### src/design/pdcs_defines.svh
`ifndef PDCS_DEFINES_SVH
`define PDCS_DEFINES_SVH
`define PDCS_MODE_SHUT   2'h0
`define PDCS_MODE_MANUAL 2'h1
`define PDCS_MODE_SEMI   2'h2
`define PDCS_MODE_AUTO   2'h3
`define PDCS_RES_LO_K    8'h11
`define PDCS_RES_HI_K    8'h1d
`define PDCS_RES_OPEN_K  8'h32
`define PDCS_SHORT_MV    16'h03e8
`define PDCS_OVER_MV     16'h2710
`define PDCS_CAP_HI_NF   16'h0a8c
`define PDCS_CAP_LEG_NF  16'h2710
`define PDCS_WAIT_MS     100
`define PDCS_CLK_HZ      20000000
`define PDCS_WAIT_CYC    ((`PDCS_WAIT_MS * (`PDCS_CLK_HZ / 1000)))
`define PDCS_CLASS0      3'h0
`define PDCS_CLASS3      3'h3
`endif

### src/design/pdcs_pkg.sv
package pdcs_pkg;
   typedef enum logic [3:0] {
      PDCS_DET_UNKNOWN, PDCS_DET_SHORT, PDCS_DET_CAP_HIGH, PDCS_DET_R_LOW,
      PDCS_DET_GOOD, PDCS_DET_R_HIGH, PDCS_DET_OPEN, PDCS_DET_VOLT_OUT,
      PDCS_DET_CC_INVALID, PDCS_DET_REFER
   } pdcs_det_t;
   typedef struct packed {
      logic [7:0]  res_k;
      logic [15:0] volt_mv;
      logic [15:0] cap_nf;
   } pdcs_meas_t;
   typedef struct packed {
      logic [7:0] icut;
      logic [7:0] ilim;
      logic [7:0] pcut;
   } pdcs_thr_t;
endpackage : pdcs_pkg

### src/design/pdcs_judge.sv
`timescale 1ns/1ps
`default_nettype none
`include "pdcs_defines.svh"
module pdcs_judge
(
   input  wire pdcs_pkg::pdcs_meas_t meas,
   input  wire logic                 legacy_en,
   output pdcs_pkg::pdcs_det_t       verdict
);
   always_comb
   begin
      if (meas.volt_mv < `PDCS_SHORT_MV)
         verdict = pdcs_pkg::PDCS_DET_SHORT;
      else if (meas.volt_mv > `PDCS_OVER_MV)
         verdict = pdcs_pkg::PDCS_DET_VOLT_OUT;
      else if (legacy_en && meas.cap_nf > `PDCS_CAP_LEG_NF)
         verdict = pdcs_pkg::PDCS_DET_GOOD;
      else if (meas.cap_nf > `PDCS_CAP_HI_NF)
         verdict = pdcs_pkg::PDCS_DET_CAP_HIGH;
      else if (meas.res_k < `PDCS_RES_LO_K)
         verdict = pdcs_pkg::PDCS_DET_R_LOW;
      else if (meas.res_k > `PDCS_RES_OPEN_K)
         verdict = pdcs_pkg::PDCS_DET_OPEN;
      else if (meas.res_k > `PDCS_RES_HI_K)
         verdict = pdcs_pkg::PDCS_DET_R_HIGH;
      else
         verdict = pdcs_pkg::PDCS_DET_GOOD;
   end
endmodule : pdcs_judge
`default_nettype wire

### src/design/pdcs_thr_lut.sv
`timescale 1ns/1ps
`default_nettype none
`include "pdcs_defines.svh"
module pdcs_thr_lut
(
   input  wire logic [2:0]     pd_class,
   output pdcs_pkg::pdcs_thr_t thr
);
   logic [2:0] eff;
   always_comb
   begin
      eff = (pd_class == `PDCS_CLASS0) ? `PDCS_CLASS3 : pd_class;
      unique case (eff)
         3'h1:    thr = '{icut: 8'h5e, ilim: 8'h6a, pcut: 8'h36};
         3'h2:    thr = '{icut: 8'h96, ilim: 8'h6a, pcut: 8'h57};
         3'h3:    thr = '{icut: 8'h54, ilim: 8'h6a, pcut: 8'hc3};
         3'h4:    thr = '{icut: 8'h9f, ilim: 8'hd4, pcut: 8'hb6};
         3'h5:    thr = '{icut: 8'h91, ilim: 8'hd4, pcut: 8'h83};
         3'h6:    thr = '{icut: 8'hb6, ilim: 8'hd4, pcut: 8'haf};
         3'h7:    thr = '{icut: 8'hce, ilim: 8'hff, pcut: 8'hda};
         default: thr = '{icut: 8'hf3, ilim: 8'hff, pcut: 8'hf1};
      endcase
   end
endmodule : pdcs_thr_lut
`default_nettype wire

### src/design/pdcs_seq.sv
`timescale 1ns/1ps
`default_nettype none
`include "pdcs_defines.svh"
module pdcs_seq
#(
   parameter int unsigned WAIT_CYC = `PDCS_WAIT_CYC
)
(
   input  wire logic                 clk,
   input  wire logic                 arst_n,
   input  wire logic                 auto_strap,
   input  wire logic                 reset_all,
   input  wire logic [1:0]           port_op_mode_field,
   input  wire logic                 detect_en,
   input  wire logic                 class_en,
   input  wire logic                 legacy_en,
   input  wire logic                 force_class,
   input  wire logic                 force_power,
   input  wire logic                 detect_cmd,
   input  wire logic                 power_on_cmd,
   input  wire logic                 power_off_cmd,
   input  wire logic                 meas_valid,
   input  wire pdcs_pkg::pdcs_meas_t meas_a,
   input  wire pdcs_pkg::pdcs_meas_t meas_b,
   input  wire logic                 conn_single,
   input  wire logic                 conn_invalid,
   input  wire logic [2:0]           class_meas,
   input  wire logic                 thr_wr,
   input  wire pdcs_pkg::pdcs_thr_t  thr_wdata,
   output logic                      force_current,
   output logic                      force_voltage,
   output logic                      probe_second,
   output logic                      classification_voltage,
   output logic                      port_output_pin,
   output logic                      startup_fault,
   output logic                      cycle_done,
   output pdcs_pkg::pdcs_det_t       port_det,
   output pdcs_pkg::pdcs_det_t       chan_a_det,
   output pdcs_pkg::pdcs_det_t       chan_b_det,
   output logic [2:0]                port_class,
   output pdcs_pkg::pdcs_thr_t       thr
);
   typedef enum logic [2:0] {S_IDLE, S_CURR, S_VOLT, S_CLASS, S_WAIT} pdcs_state_t;
   pdcs_state_t         state_q;
   logic                step_q;
   logic                strap_q;
   logic                strap_taken_q;
   logic [31:0]         wait_q;
   pdcs_pkg::pdcs_det_t va;
   pdcs_pkg::pdcs_det_t vb;
   pdcs_pkg::pdcs_thr_t lut_thr;
   logic                shut;
   logic                det_ok;
   logic                cls_ok;
   logic                both_good;
   logic                auto_mode;
   logic                poll_mode;

   pdcs_judge u_judge_a (.meas(meas_a), .legacy_en(legacy_en), .verdict(va));
   pdcs_judge u_judge_b (.meas(meas_b), .legacy_en(legacy_en), .verdict(vb));
   pdcs_thr_lut u_lut (.pd_class(class_meas), .thr(lut_thr));

   // The strap is caught by a clocked process after release, never by the reset itself.
   always_ff @(posedge clk or negedge arst_n)
   begin
      if (!arst_n)
      begin
         strap_q       <= 1'b0;
         strap_taken_q <= 1'b0;
      end
      else if (reset_all)
      begin
         strap_taken_q <= 1'b0;
      end
      else if (!strap_taken_q)
      begin
         strap_q       <= auto_strap;
         strap_taken_q <= 1'b1;
      end
   end

   assign shut      = (port_op_mode_field == `PDCS_MODE_SHUT);
   assign auto_mode = (port_op_mode_field == `PDCS_MODE_AUTO);
   assign poll_mode = auto_mode || (port_op_mode_field == `PDCS_MODE_SEMI);
   // A low strap only leaves the enables to the host; a high strap enables by itself.
   assign det_ok    = strap_taken_q && !shut && (detect_en || strap_q);
   assign cls_ok    = strap_taken_q && !shut && (class_en || strap_q);
   assign both_good = (va == pdcs_pkg::PDCS_DET_GOOD) && (vb == pdcs_pkg::PDCS_DET_GOOD);

   assign force_current          = (state_q == S_CURR);
   assign force_voltage          = (state_q == S_VOLT);
   assign classification_voltage = (state_q == S_CLASS);
   assign probe_second           = step_q;

   always_ff @(posedge clk or negedge arst_n)
   begin
      if (!arst_n)
      begin
         state_q <= S_IDLE;
         step_q  <= 1'b0;
         wait_q  <= 32'h0;
      end
      else if (reset_all || !det_ok)
      begin
         state_q <= S_IDLE;
         step_q  <= 1'b0;
         wait_q  <= 32'h0;
      end
      else
      begin
         unique case (state_q)
            S_IDLE:
               if (port_output_pin)
                  state_q <= S_IDLE;
               else if (force_class && cls_ok)
                  state_q <= S_CLASS;
               else if (poll_mode || detect_cmd)
                  state_q <= S_CURR;
            S_CURR:
               if (meas_valid)
               begin
                  step_q <= !step_q;
                  if (va == pdcs_pkg::PDCS_DET_SHORT || vb == pdcs_pkg::PDCS_DET_SHORT)
                  begin
                     state_q <= S_IDLE;
                     step_q  <= 1'b0;
                  end
                  else if (step_q)
                     state_q <= both_good ? S_VOLT : S_IDLE;
               end
            S_VOLT:
               if (meas_valid)
               begin
                  step_q <= !step_q;
                  if (step_q)
                  begin
                     if (!both_good)
                        state_q <= S_IDLE;
                     else if (cls_ok)
                        state_q <= S_CLASS;
                     else
                        state_q <= S_WAIT;
                  end
               end
            S_CLASS:
               if (meas_valid)
                  state_q <= S_WAIT;
            S_WAIT:
               if (!poll_mode || auto_mode)
                  state_q <= S_IDLE;
               else if (wait_q >= WAIT_CYC - 1)
               begin
                  state_q <= S_IDLE;
                  wait_q  <= 32'h0;
               end
               else
                  wait_q <= wait_q + 32'h1;
         endcase
      end
   end

   // Status moves when a cycle ends, and clears to unknown when both channels read good at the second current step, so a host never reads half a cycle.
   always_ff @(posedge clk or negedge arst_n)
   begin
      if (!arst_n)
      begin
         port_det   <= pdcs_pkg::PDCS_DET_UNKNOWN;
         chan_a_det <= pdcs_pkg::PDCS_DET_UNKNOWN;
         chan_b_det <= pdcs_pkg::PDCS_DET_UNKNOWN;
         port_class <= 3'h0;
         cycle_done <= 1'b0;
      end
      else
      begin
         cycle_done <= 1'b0;
         if (state_q == S_CURR && meas_valid && (va == pdcs_pkg::PDCS_DET_SHORT || vb == pdcs_pkg::PDCS_DET_SHORT))
         begin
            port_det   <= pdcs_pkg::PDCS_DET_SHORT;
            // A short still leaves a single signature or matching channels deferring to the port.
            chan_a_det <= (conn_single || va == vb) ? pdcs_pkg::PDCS_DET_REFER : va;
            chan_b_det <= (conn_single || va == vb) ? pdcs_pkg::PDCS_DET_REFER : vb;
            cycle_done <= 1'b1;
         end
         else if ((state_q == S_CURR || state_q == S_VOLT) && meas_valid && step_q)
         begin
            if (state_q == S_CURR && both_good)
            begin
               port_det   <= pdcs_pkg::PDCS_DET_UNKNOWN;
               chan_a_det <= pdcs_pkg::PDCS_DET_UNKNOWN;
               chan_b_det <= pdcs_pkg::PDCS_DET_UNKNOWN;
            end
            else
            begin
               cycle_done <= 1'b1;
               if (conn_invalid)
               begin
                  port_det   <= pdcs_pkg::PDCS_DET_CC_INVALID;
                  chan_a_det <= pdcs_pkg::PDCS_DET_CC_INVALID;
                  chan_b_det <= pdcs_pkg::PDCS_DET_CC_INVALID;
               end
               else if (conn_single || va == vb)
               begin
                  port_det   <= va;
                  chan_a_det <= pdcs_pkg::PDCS_DET_REFER;
                  chan_b_det <= pdcs_pkg::PDCS_DET_REFER;
               end
               else
               begin
                  port_det   <= pdcs_pkg::PDCS_DET_REFER;
                  chan_a_det <= va;
                  chan_b_det <= vb;
               end
            end
         end
         else if (state_q == S_CLASS && meas_valid)
         begin
            port_class <= class_meas;
            cycle_done <= 1'b1;
         end
      end
   end

   // The result counts as good when the port or any deferred channel reported good.
   logic det_good;
   assign det_good = (port_det == pdcs_pkg::PDCS_DET_GOOD) ||
                     (port_det == pdcs_pkg::PDCS_DET_REFER &&
                      (chan_a_det == pdcs_pkg::PDCS_DET_GOOD || chan_b_det == pdcs_pkg::PDCS_DET_GOOD));

   always_ff @(posedge clk or negedge arst_n)
   begin
      if (!arst_n)
      begin
         port_output_pin <= 1'b0;
         startup_fault   <= 1'b0;
      end
      else if (shut || power_off_cmd || reset_all)
      begin
         port_output_pin <= 1'b0;
         startup_fault   <= 1'b0;
      end
      else
      begin
         if (force_power)
            port_output_pin <= 1'b1;
         else if (power_on_cmd && !port_output_pin)
         begin
            port_output_pin <= det_good;
            startup_fault   <= !det_good;
         end
         else if (auto_mode && state_q == S_WAIT && det_good)
            port_output_pin <= 1'b1;
      end
   end

   // Auto loads from class at each class step; host writes win at any time.
   always_ff @(posedge clk or negedge arst_n)
   begin
      if (!arst_n)
         thr <= '0;
      else if (thr_wr)
         thr <= thr_wdata;
      else if (auto_mode && state_q == S_CLASS && meas_valid)
         thr <= lut_thr;
   end

   property p_short_abort;
      @(posedge clk) disable iff (!arst_n)
      (state_q == S_CURR && meas_valid && va == pdcs_pkg::PDCS_DET_SHORT && det_ok && !reset_all)
      |=> (state_q == S_IDLE && port_det == pdcs_pkg::PDCS_DET_SHORT);
   endproperty
   a_short_abort: assert property (p_short_abort) else $error("short did not abort");

   property p_fault;
      @(posedge clk) disable iff (!arst_n)
      (power_on_cmd && !port_output_pin && !force_power && !shut && !power_off_cmd && !reset_all && !det_good)
      |=> (startup_fault && !port_output_pin);
   endproperty
   a_fault: assert property (p_fault) else $error("power-on without good result");

   property p_volt_after_curr;
      @(posedge clk) disable iff (!arst_n)
      $rose(force_voltage) |-> $past(force_current);
   endproperty
   a_volt_after_curr: assert property (p_volt_after_curr) else $error("voltage step without current step");

   property p_shut_idle;
      @(posedge clk) disable iff (!arst_n)
      shut |=> (state_q == S_IDLE && !port_output_pin);
   endproperty
   a_shut_idle: assert property (p_shut_idle) else $error("shutdown port active");

   property p_thr_wr;
      @(posedge clk) disable iff (!arst_n)
      thr_wr |=> thr == $past(thr_wdata);
   endproperty
   a_thr_wr: assert property (p_thr_wr) else $error("threshold write lost");

   property p_no_det;
      @(posedge clk) disable iff (!arst_n)
      !det_ok |=> !force_current && !force_voltage;
   endproperty
   a_no_det: assert property (p_no_det) else $error("detect while inhibited");

   property p_auto_on;
      @(posedge clk) disable iff (!arst_n)
      (auto_mode && state_q == S_WAIT && det_good && !shut && !power_off_cmd && !reset_all) |=> port_output_pin;
   endproperty
   a_auto_on: assert property (p_auto_on) else $error("auto mode did not power");

   property p_class_load;
      @(posedge clk) disable iff (!arst_n)
      (auto_mode && state_q == S_CLASS && meas_valid && !thr_wr) |=> thr == $past(lut_thr);
   endproperty
   a_class_load: assert property (p_class_load) else $error("class thresholds not loaded");
endmodule : pdcs_seq
`default_nettype wire

### config.mk
export PLATFORM = sky130hd
export DESIGN_NAME = pdcs_seq
export DESIGN_NICKNAME = d
export VERILOG_FILES = /design/src/design/pdcs_pkg.sv /design/src/design/pdcs_judge.sv /design/src/design/pdcs_thr_lut.sv /design/src/design/pdcs_seq.sv
export VERILOG_INCLUDE_DIRS = /design/src /design/src/design
export SDC_FILE = /design/constraint.sdc
export NUM_CORES = 1
export LEC_CHECK = 0
export ABC_AREA = 1
export BUFFER_PORTS_ARGS = -buffer_cell sky130_fd_sc_hd__buf_2
export CORE_MARGIN = 1
export CORE_UTILIZATION = 30
export DETAILED_ROUTE_END_ITERATION = 7
export GPL_ROUTABILITY_DRIVEN = 0
export GPL_TIMING_DRIVEN = 0
export PLACE_DENSITY = 0.51
export SYNTH_ARGS = -nofsm -noshare
export SYNTH_HDL_FRONTEND = slang
export SYNTH_SLANG_ARGS = --single-unit
### constraint.sdc
create_clock -name clk -period 6.2 [get_ports clk]
set_clock_uncertainty 0.2 [all_clocks]
set_input_delay 0.62 -clock clk [delete_from_list [all_inputs] [get_ports clk]]
set_output_delay 0.62 -clock clk [all_outputs]
set_load 0.02 [all_outputs]
==> metrics.csv, run 1 <==
metric;value;unit
status;finished clean;
post-synthesis sequential area ratio;39.7;%
combinational share of power;18.7;%
CP cell instances;ha_1 -> nand3_1 -> nor3_2 -> nand2_1 -> nand3_1 -> nand2_1 -> nand2_1 -> nand3_1 -> o21ai_1 -> nand2_1 -> nand2_2 -> buf_6 -> o22ai_1;
Internal Power;0.946;mW
WP data required;6.21;ns
synth warn;0;
DIE WIDTH;131;um
cell taking the most area after synthesis;dfrtp_1;
CP Capture Type;flip-flop;
vias in the first global route;4980;
Clock power frac;38.9;%
antenna fix cells;0;
gr ovfl total;0;
# DRC;0;
nets@finish;1033;
critical path's top delay family;simple AND/OR/NAND/NOR gates;
hold crit path type;in -> async;
Max H-tree Level;3;
syn avg cell area;6.86;um^2
CP peak stage delay;0.38;ns
CP Buf/Inv Count;1;
Area Overhead vs Synth;28.7;%
Finished Core Util;39.9;%
# Max-Cap Violations;0;
Cell Pwr Density;208;nW/um^2
CORE AREA;16100;um^2
Initial Util;31.0;%
Iter 0 DRT Violations;262;
Clock Pin Slew Worst Setup and Hold Paths;0.06;ns
RSZ-0062 raised after global routing;false;
Row Count;46;
setup_tns;0;ns
Peak VDD IR;0.116;mV
CTS tree;yes;
CTS Hold Buffers Added;0;
WL final;14300;um
CP max-delay cell;dfrtp_1;
Final setup viols;0;
critical path fanouts, max;10;
DPL Wire Length;11500;um
layout cell share with drive strength beyond 1;24.8;%
sw frac;28.8;%
Slew Limit Fails;0;
CTS sink cnt;79;
GRT Total Usage;17.6;%
NetSw;0.383;mW
top cells by area, synth;dfrtp_1 (40%), nand2_1 (14%), nor2_1 (9.1%);
top cell type's share of synthesized area;39.7;%
Avg WL per Cell;12.7;um
worst reg2reg path startpoint;wait_q[0];
Mapped Area;4970;um^2
actual slew at the worst max-slew pin;0.524;ns
Crit path arrival time;2.35;ns
Synth cell types;43;
Root Buffer;clkbuf_16;
DIE AREA;17100;um^2
IO Pins;171;
IO Port Bufs;169;
first-pass GRT wire length;23500;um
min Tclk post-route;2.34;ns
most frequent cells in the layout;nand2_1 (189), buf_2 (172), nor2_1 (121);
CTS Buffer Depth;2;
crit share post-route;37.7;%
WS Path Type;reg -> reg;
slew margin rel.;65.1;%
Flop pwr share;42.5;%
Skew-Pair Late Insertion Delay;0.33;ns
pin count of the biggest net entering global routing;42;
fmax;0.428;GHz
DRT antenna net count;0;
via count;5181;
commonest non-fill, non-tap cell in the layout;nand2_1;
TritonCTS buffer count;9;
Die Span Y;131;um
Critical path origin;wait_q[0];
leak pwr;3.23;nW
Post-Synthesis Cells;725;
Startpoint Class;flip-flop;
Final Hold Violating Endpoints;0;
CP most frequent cell;nand2_1;
Via density;4.60;
post-cts resize count;0;
number of synthesized register bits;79;
drt pass-1 iters;4;
syn_nets;852;
antenna violations before repair;0;
Post-CTS Setup Bufs;0;
-- metrics by stage --
step	worst slack (ns)	power, mW	cells	area, um^2	hold slack [ns]
4_1_cts	3.88	1.35	1126	6400	0.0774
2_1_floorplan	4.05	0.705	725	4970	0.124
6_report	3.86	1.33	1126	6400	0.0482
3_5_place_dp	3.59	0.824	1111	6110	0.269
3_3_place_gp	3.58	0.821	1110	6090	0.263
5_1_grt	3.59	1.40	1126	6400	0.0948
-- synth_stat cells --
library cell	instances
a21boi_0	2
o21a_1	2
nand3b_1	4
dfrtp_1	79
nor2_2	7
nand4_1	16
a221oi_1	1
o31ai_1	3
buf_2	4
a31oi_1	7
nand2_1	189
nor3_2	6
a21oi_1	15
and3_1	1
fa_1	1
inv_2	11
a211oi_1	2
xnor2_1	1
nor3b_1	1
buf_4	2
o211ai_1	3
a2111oi_0	1
inv_1	87
nor2_4	1
nand2_2	4
clkbuf_1	5
nor2_1	121
o221a_2	2
buf_6	1
nor4_1	6
clkinv_2	1
ha_1	1
xor2_1	12
o22a_1	2
mux2_2	1
o21ai_0	21
o21ai_1	14
nand3_1	54
o311ai_1	1
a22o_1	1
nor3_1	14
nand3_2	1
o22ai_1	17
-- cell families after synthesis --
logic type	after synthesis	share of synthesized area [%]
AOI/OAI and AO/OA	94	11.4
adders and majority gates	2	0.654
muxes	1	0.226
and+or+nand+nor	425	36.9
xor gates and xnor gates	13	2.29
buffers and inverters	111	8.80
DFF	79	39.7
-- sequential cells by signal, indices dropped and copies added, names as in the netlist --
name / flops
wait_q: 32
thr: 24
chan_a_det: 4
port_det: 4
chan_b_det: 3
port_class: 3
state_q: 3
cycle_done: 1
port_output_pin: 1
probe_second: 1
startup_fault: 1
strap_q: 1
strap_taken_q: 1
-- path summary, 6_finish.rpt --
path	slack [ns]	endpoint	cells after the start
min	0.05	wait_q[10]	1
min reg2reg	0.28	thr[15]	2
max	3.86	wait_q[4]	13
min in group clk	0.28	thr[19]	3
max reg2reg	3.86	wait_q[4]	13
max in group asynchronous	5.15	thr[11]	2
-- routing by layer --
layer,track usage (%),share of wire [%],vias up,wire (um)
li1,-,-,2719,-
met1,23.9,47,2341,6740
met2,28.4,47,108,6740
met3,3.95,4.7,13,671
met4,4.12,1.1,0,160
met5,0,0,-,0
-- cell type report --
cell class	count	area (um^2)
buffer	12	65.1
clock buffer	9	225
clock inverter	6	62.6
fill	1742	9660
inverter	99	373
multi-input combinational	535	2560
sequential	79	1980
tap	216	270
timing repair buffer	170	868
-- power by group through the flow --
stage / Combinational, mW / Clock (mW) / Sequential, mW
after floorplan: 0.100 / 0 / 0.605
after global placement: 0.248 / 0 / 0.573
after detailed placement: 0.251 / 0 / 0.573
after CTS: 0.251 / 0.530 / 0.564
after global routing: 0.280 / 0.550 / 0.568
final: 0.248 / 0.517 / 0.564
No activity file was read; power rests on OpenSTA's default activity.
==> inputs of run 2 (changes only) <==
==> constraint.sdc (replaced) <==
create_clock -name clk -period 2.45 [get_ports clk]
set_clock_uncertainty 0.2 [all_clocks]
set_input_delay 0.245 -clock clk [delete_from_list [all_inputs] [get_ports clk]]
set_output_delay 0.245 -clock clk [all_outputs]
set_load 0.02 [all_outputs]
==> run 2 against run 1 <==
  * Power grew to 2.6 times the previous value
  * Critical path type unchanged
  * Via count is 2.6% higher
  * Die area did not move
  * Clock power rose to 2.5 times the previous value
  * Non-clock buffer count increased by 28
  * Fmax is 3.8% higher
  * Highest routed layer unchanged
  * Setup slack lost 3.7 ns
==> metrics.csv, run 2 (same netlist as run 1, synthesis figures left out) <==
metric;value;unit
layout cell share with drive strength beyond 1;25.1;%
Area Overhead vs Synth;34.6;%
Avg WL per Cell;12.7;um
Internal Power;2.42;mW
hold crit path type;in -> reg;
Via density;4.61;
WL final;14700;um
CORE AREA;16100;um^2
critical path fanouts, max;10;
min Tclk post-route;2.25;ns
WS Path Type;reg -> reg;
Finished Core Util;41.7;%
Skew-Pair Late Insertion Delay;0.33;ns
DRT antenna net count;0;
slew margin rel.;64.9;%
IO Port Bufs;169;
Clock Pin Slew Worst Setup and Hold Paths;0.06;ns
Iter 0 DRT Violations;223;
top flop regs;wait_q: 32 flops, thr: 24 flops;
multi-input logic area;2580;um^2
largest register by flop count;wait_q;
antenna fix cells;0;
IO Pins;171;
vias in the first global route;5094;
DIE AREA;17100;um^2
Slew Limit Fails;0;
setup_tns;0;ns
Cell Pwr Density;507;nW/um^2
leak pwr;3.37;nW
r2r setup slk;0.20;ns
antenna violations before repair;0;
sw frac;28.7;%
Storage cell area;1980;um^2
max FFs per register;32;
pin count of the biggest net entering global routing;42;
GRT Total Usage;17.9;%
Root Buffer;clkbuf_16;
WP data required;2.46;ns
DPL Wire Length;11500;um
Pwr Total;3.39;mW
most frequent cells in the layout;nand2_1 (187), buf_2 (172), nor2_1 (120);
DIE WIDTH;131;um
CP Capture Type;flip-flop;
fmax;0.444;GHz
status;finished clean;
commonest non-fill, non-tap cell in the layout;nand2_1;
NetSw;0.975;mW
Crit path arrival time;2.26;ns
drt pass-1 iters;5;
Max H-tree Level;3;
Initial Util;31.0;%
# DRC;0;
Startpoint Class;flip-flop;
fillers;1710;
CTS Buffer Depth;2;
Final setup viols;0;
first-pass GRT wire length;24000;um
nets@finish;1061;
gr ovfl total;0;
combinational share of power;19.4;%
via count;5316;
TritonCTS buffer count;9;
CTS sink cnt;79;
Row Count;46;
Final Hold Violating Endpoints;0;
Peak VDD IR;0.297;mV
# Max-Cap Violations;0;
Clock power frac;38.5;%
Die Span Y;131;um
actual slew at the worst max-slew pin;0.526;ns
crit share post-route;92.0;%
Flop pwr share;42.1;%
RSZ-0062 raised after global routing;false;
CTS tree;yes;
-- run 2: final timing paths --
check | depth (start not counted) | end | start
setup / recovery | 13 | wait_q[7] | wait_q[0]
hold / removal | 4 | startup_fault | force_power
setup reg to reg | 13 | wait_q[7] | wait_q[0]
hold reg to reg | 2 | thr[15] | thr[15]
max in group asynchronous | 3 | thr[22] | arst_n
min in group asynchronous | 2 | wait_q[10] | arst_n
-- run 2: what timing repair did --
item,4_1_cts,5_1_grt
hold endpoints to repair,61,0
setup buffers,0,4
resized for setup,0,7
endpoints found under the setup margin,0,11
hold buffers,24,0
-- run 2: cell type report --
type	count	area share, %
multi-input combinational	535	38.6
sequential	79	29.5
timing repair buffer	198	17.0
inverter	99	5.57
tap	216	4.04
clock buffer	9	3.36
buffer	12	0.972
clock inverter	6	0.934
-- run 2: power groups by stage --
stage	clock [mW]	combinational, mW	sequential [mW]
floorplan	0	0.254	1.53
finish	1.31	0.660	1.43
global route	1.39	0.740	1.44
detailed placement	0	0.635	1.45
global placement	0	0.628	1.45
CTS	1.34	0.666	1.43
-- run 2: worst max-delay path, cell delays in order (launching register included) --
cell,delay [ns]
dfrtp_1,0.40
ha_2,0.22
nand3_2,0.15
nor3_4,0.24
nand2_2,0.09
nand3_1,0.07
nand2_1,0.05
nand2_1,0.07
nand3_1,0.06
o21ai_1,0.09
nand2_2,0.11
nand2_4,0.12
buf_6,0.16
o22ai_1,0.08
-- run 2: metrics by stage --
step	setup slack (ns)	area, um^2	std cells	hold WS (ns)
CTS	0.126	6640	1150	0.0144
global route	0.0189	6700	1154	0.0222
finish	0.197	6700	1154	0.0233
global placement	0.112	6090	1110	0.245
floorplan	0.484	4970	725	-0.251
detailed placement	0.140	6110	1111	0.0635
-- run 2: routing by layer --
metal	GRT usage (%)	wire length [um]	up-vias	share of wire, %
li1	-	-	2777	-
met1	24.1	6910	2405	47
met2	29.4	6960	120	47
met3	3.87	640	14	4.4
met4	4.12	165	0	1.1
met5	0	0	-	0
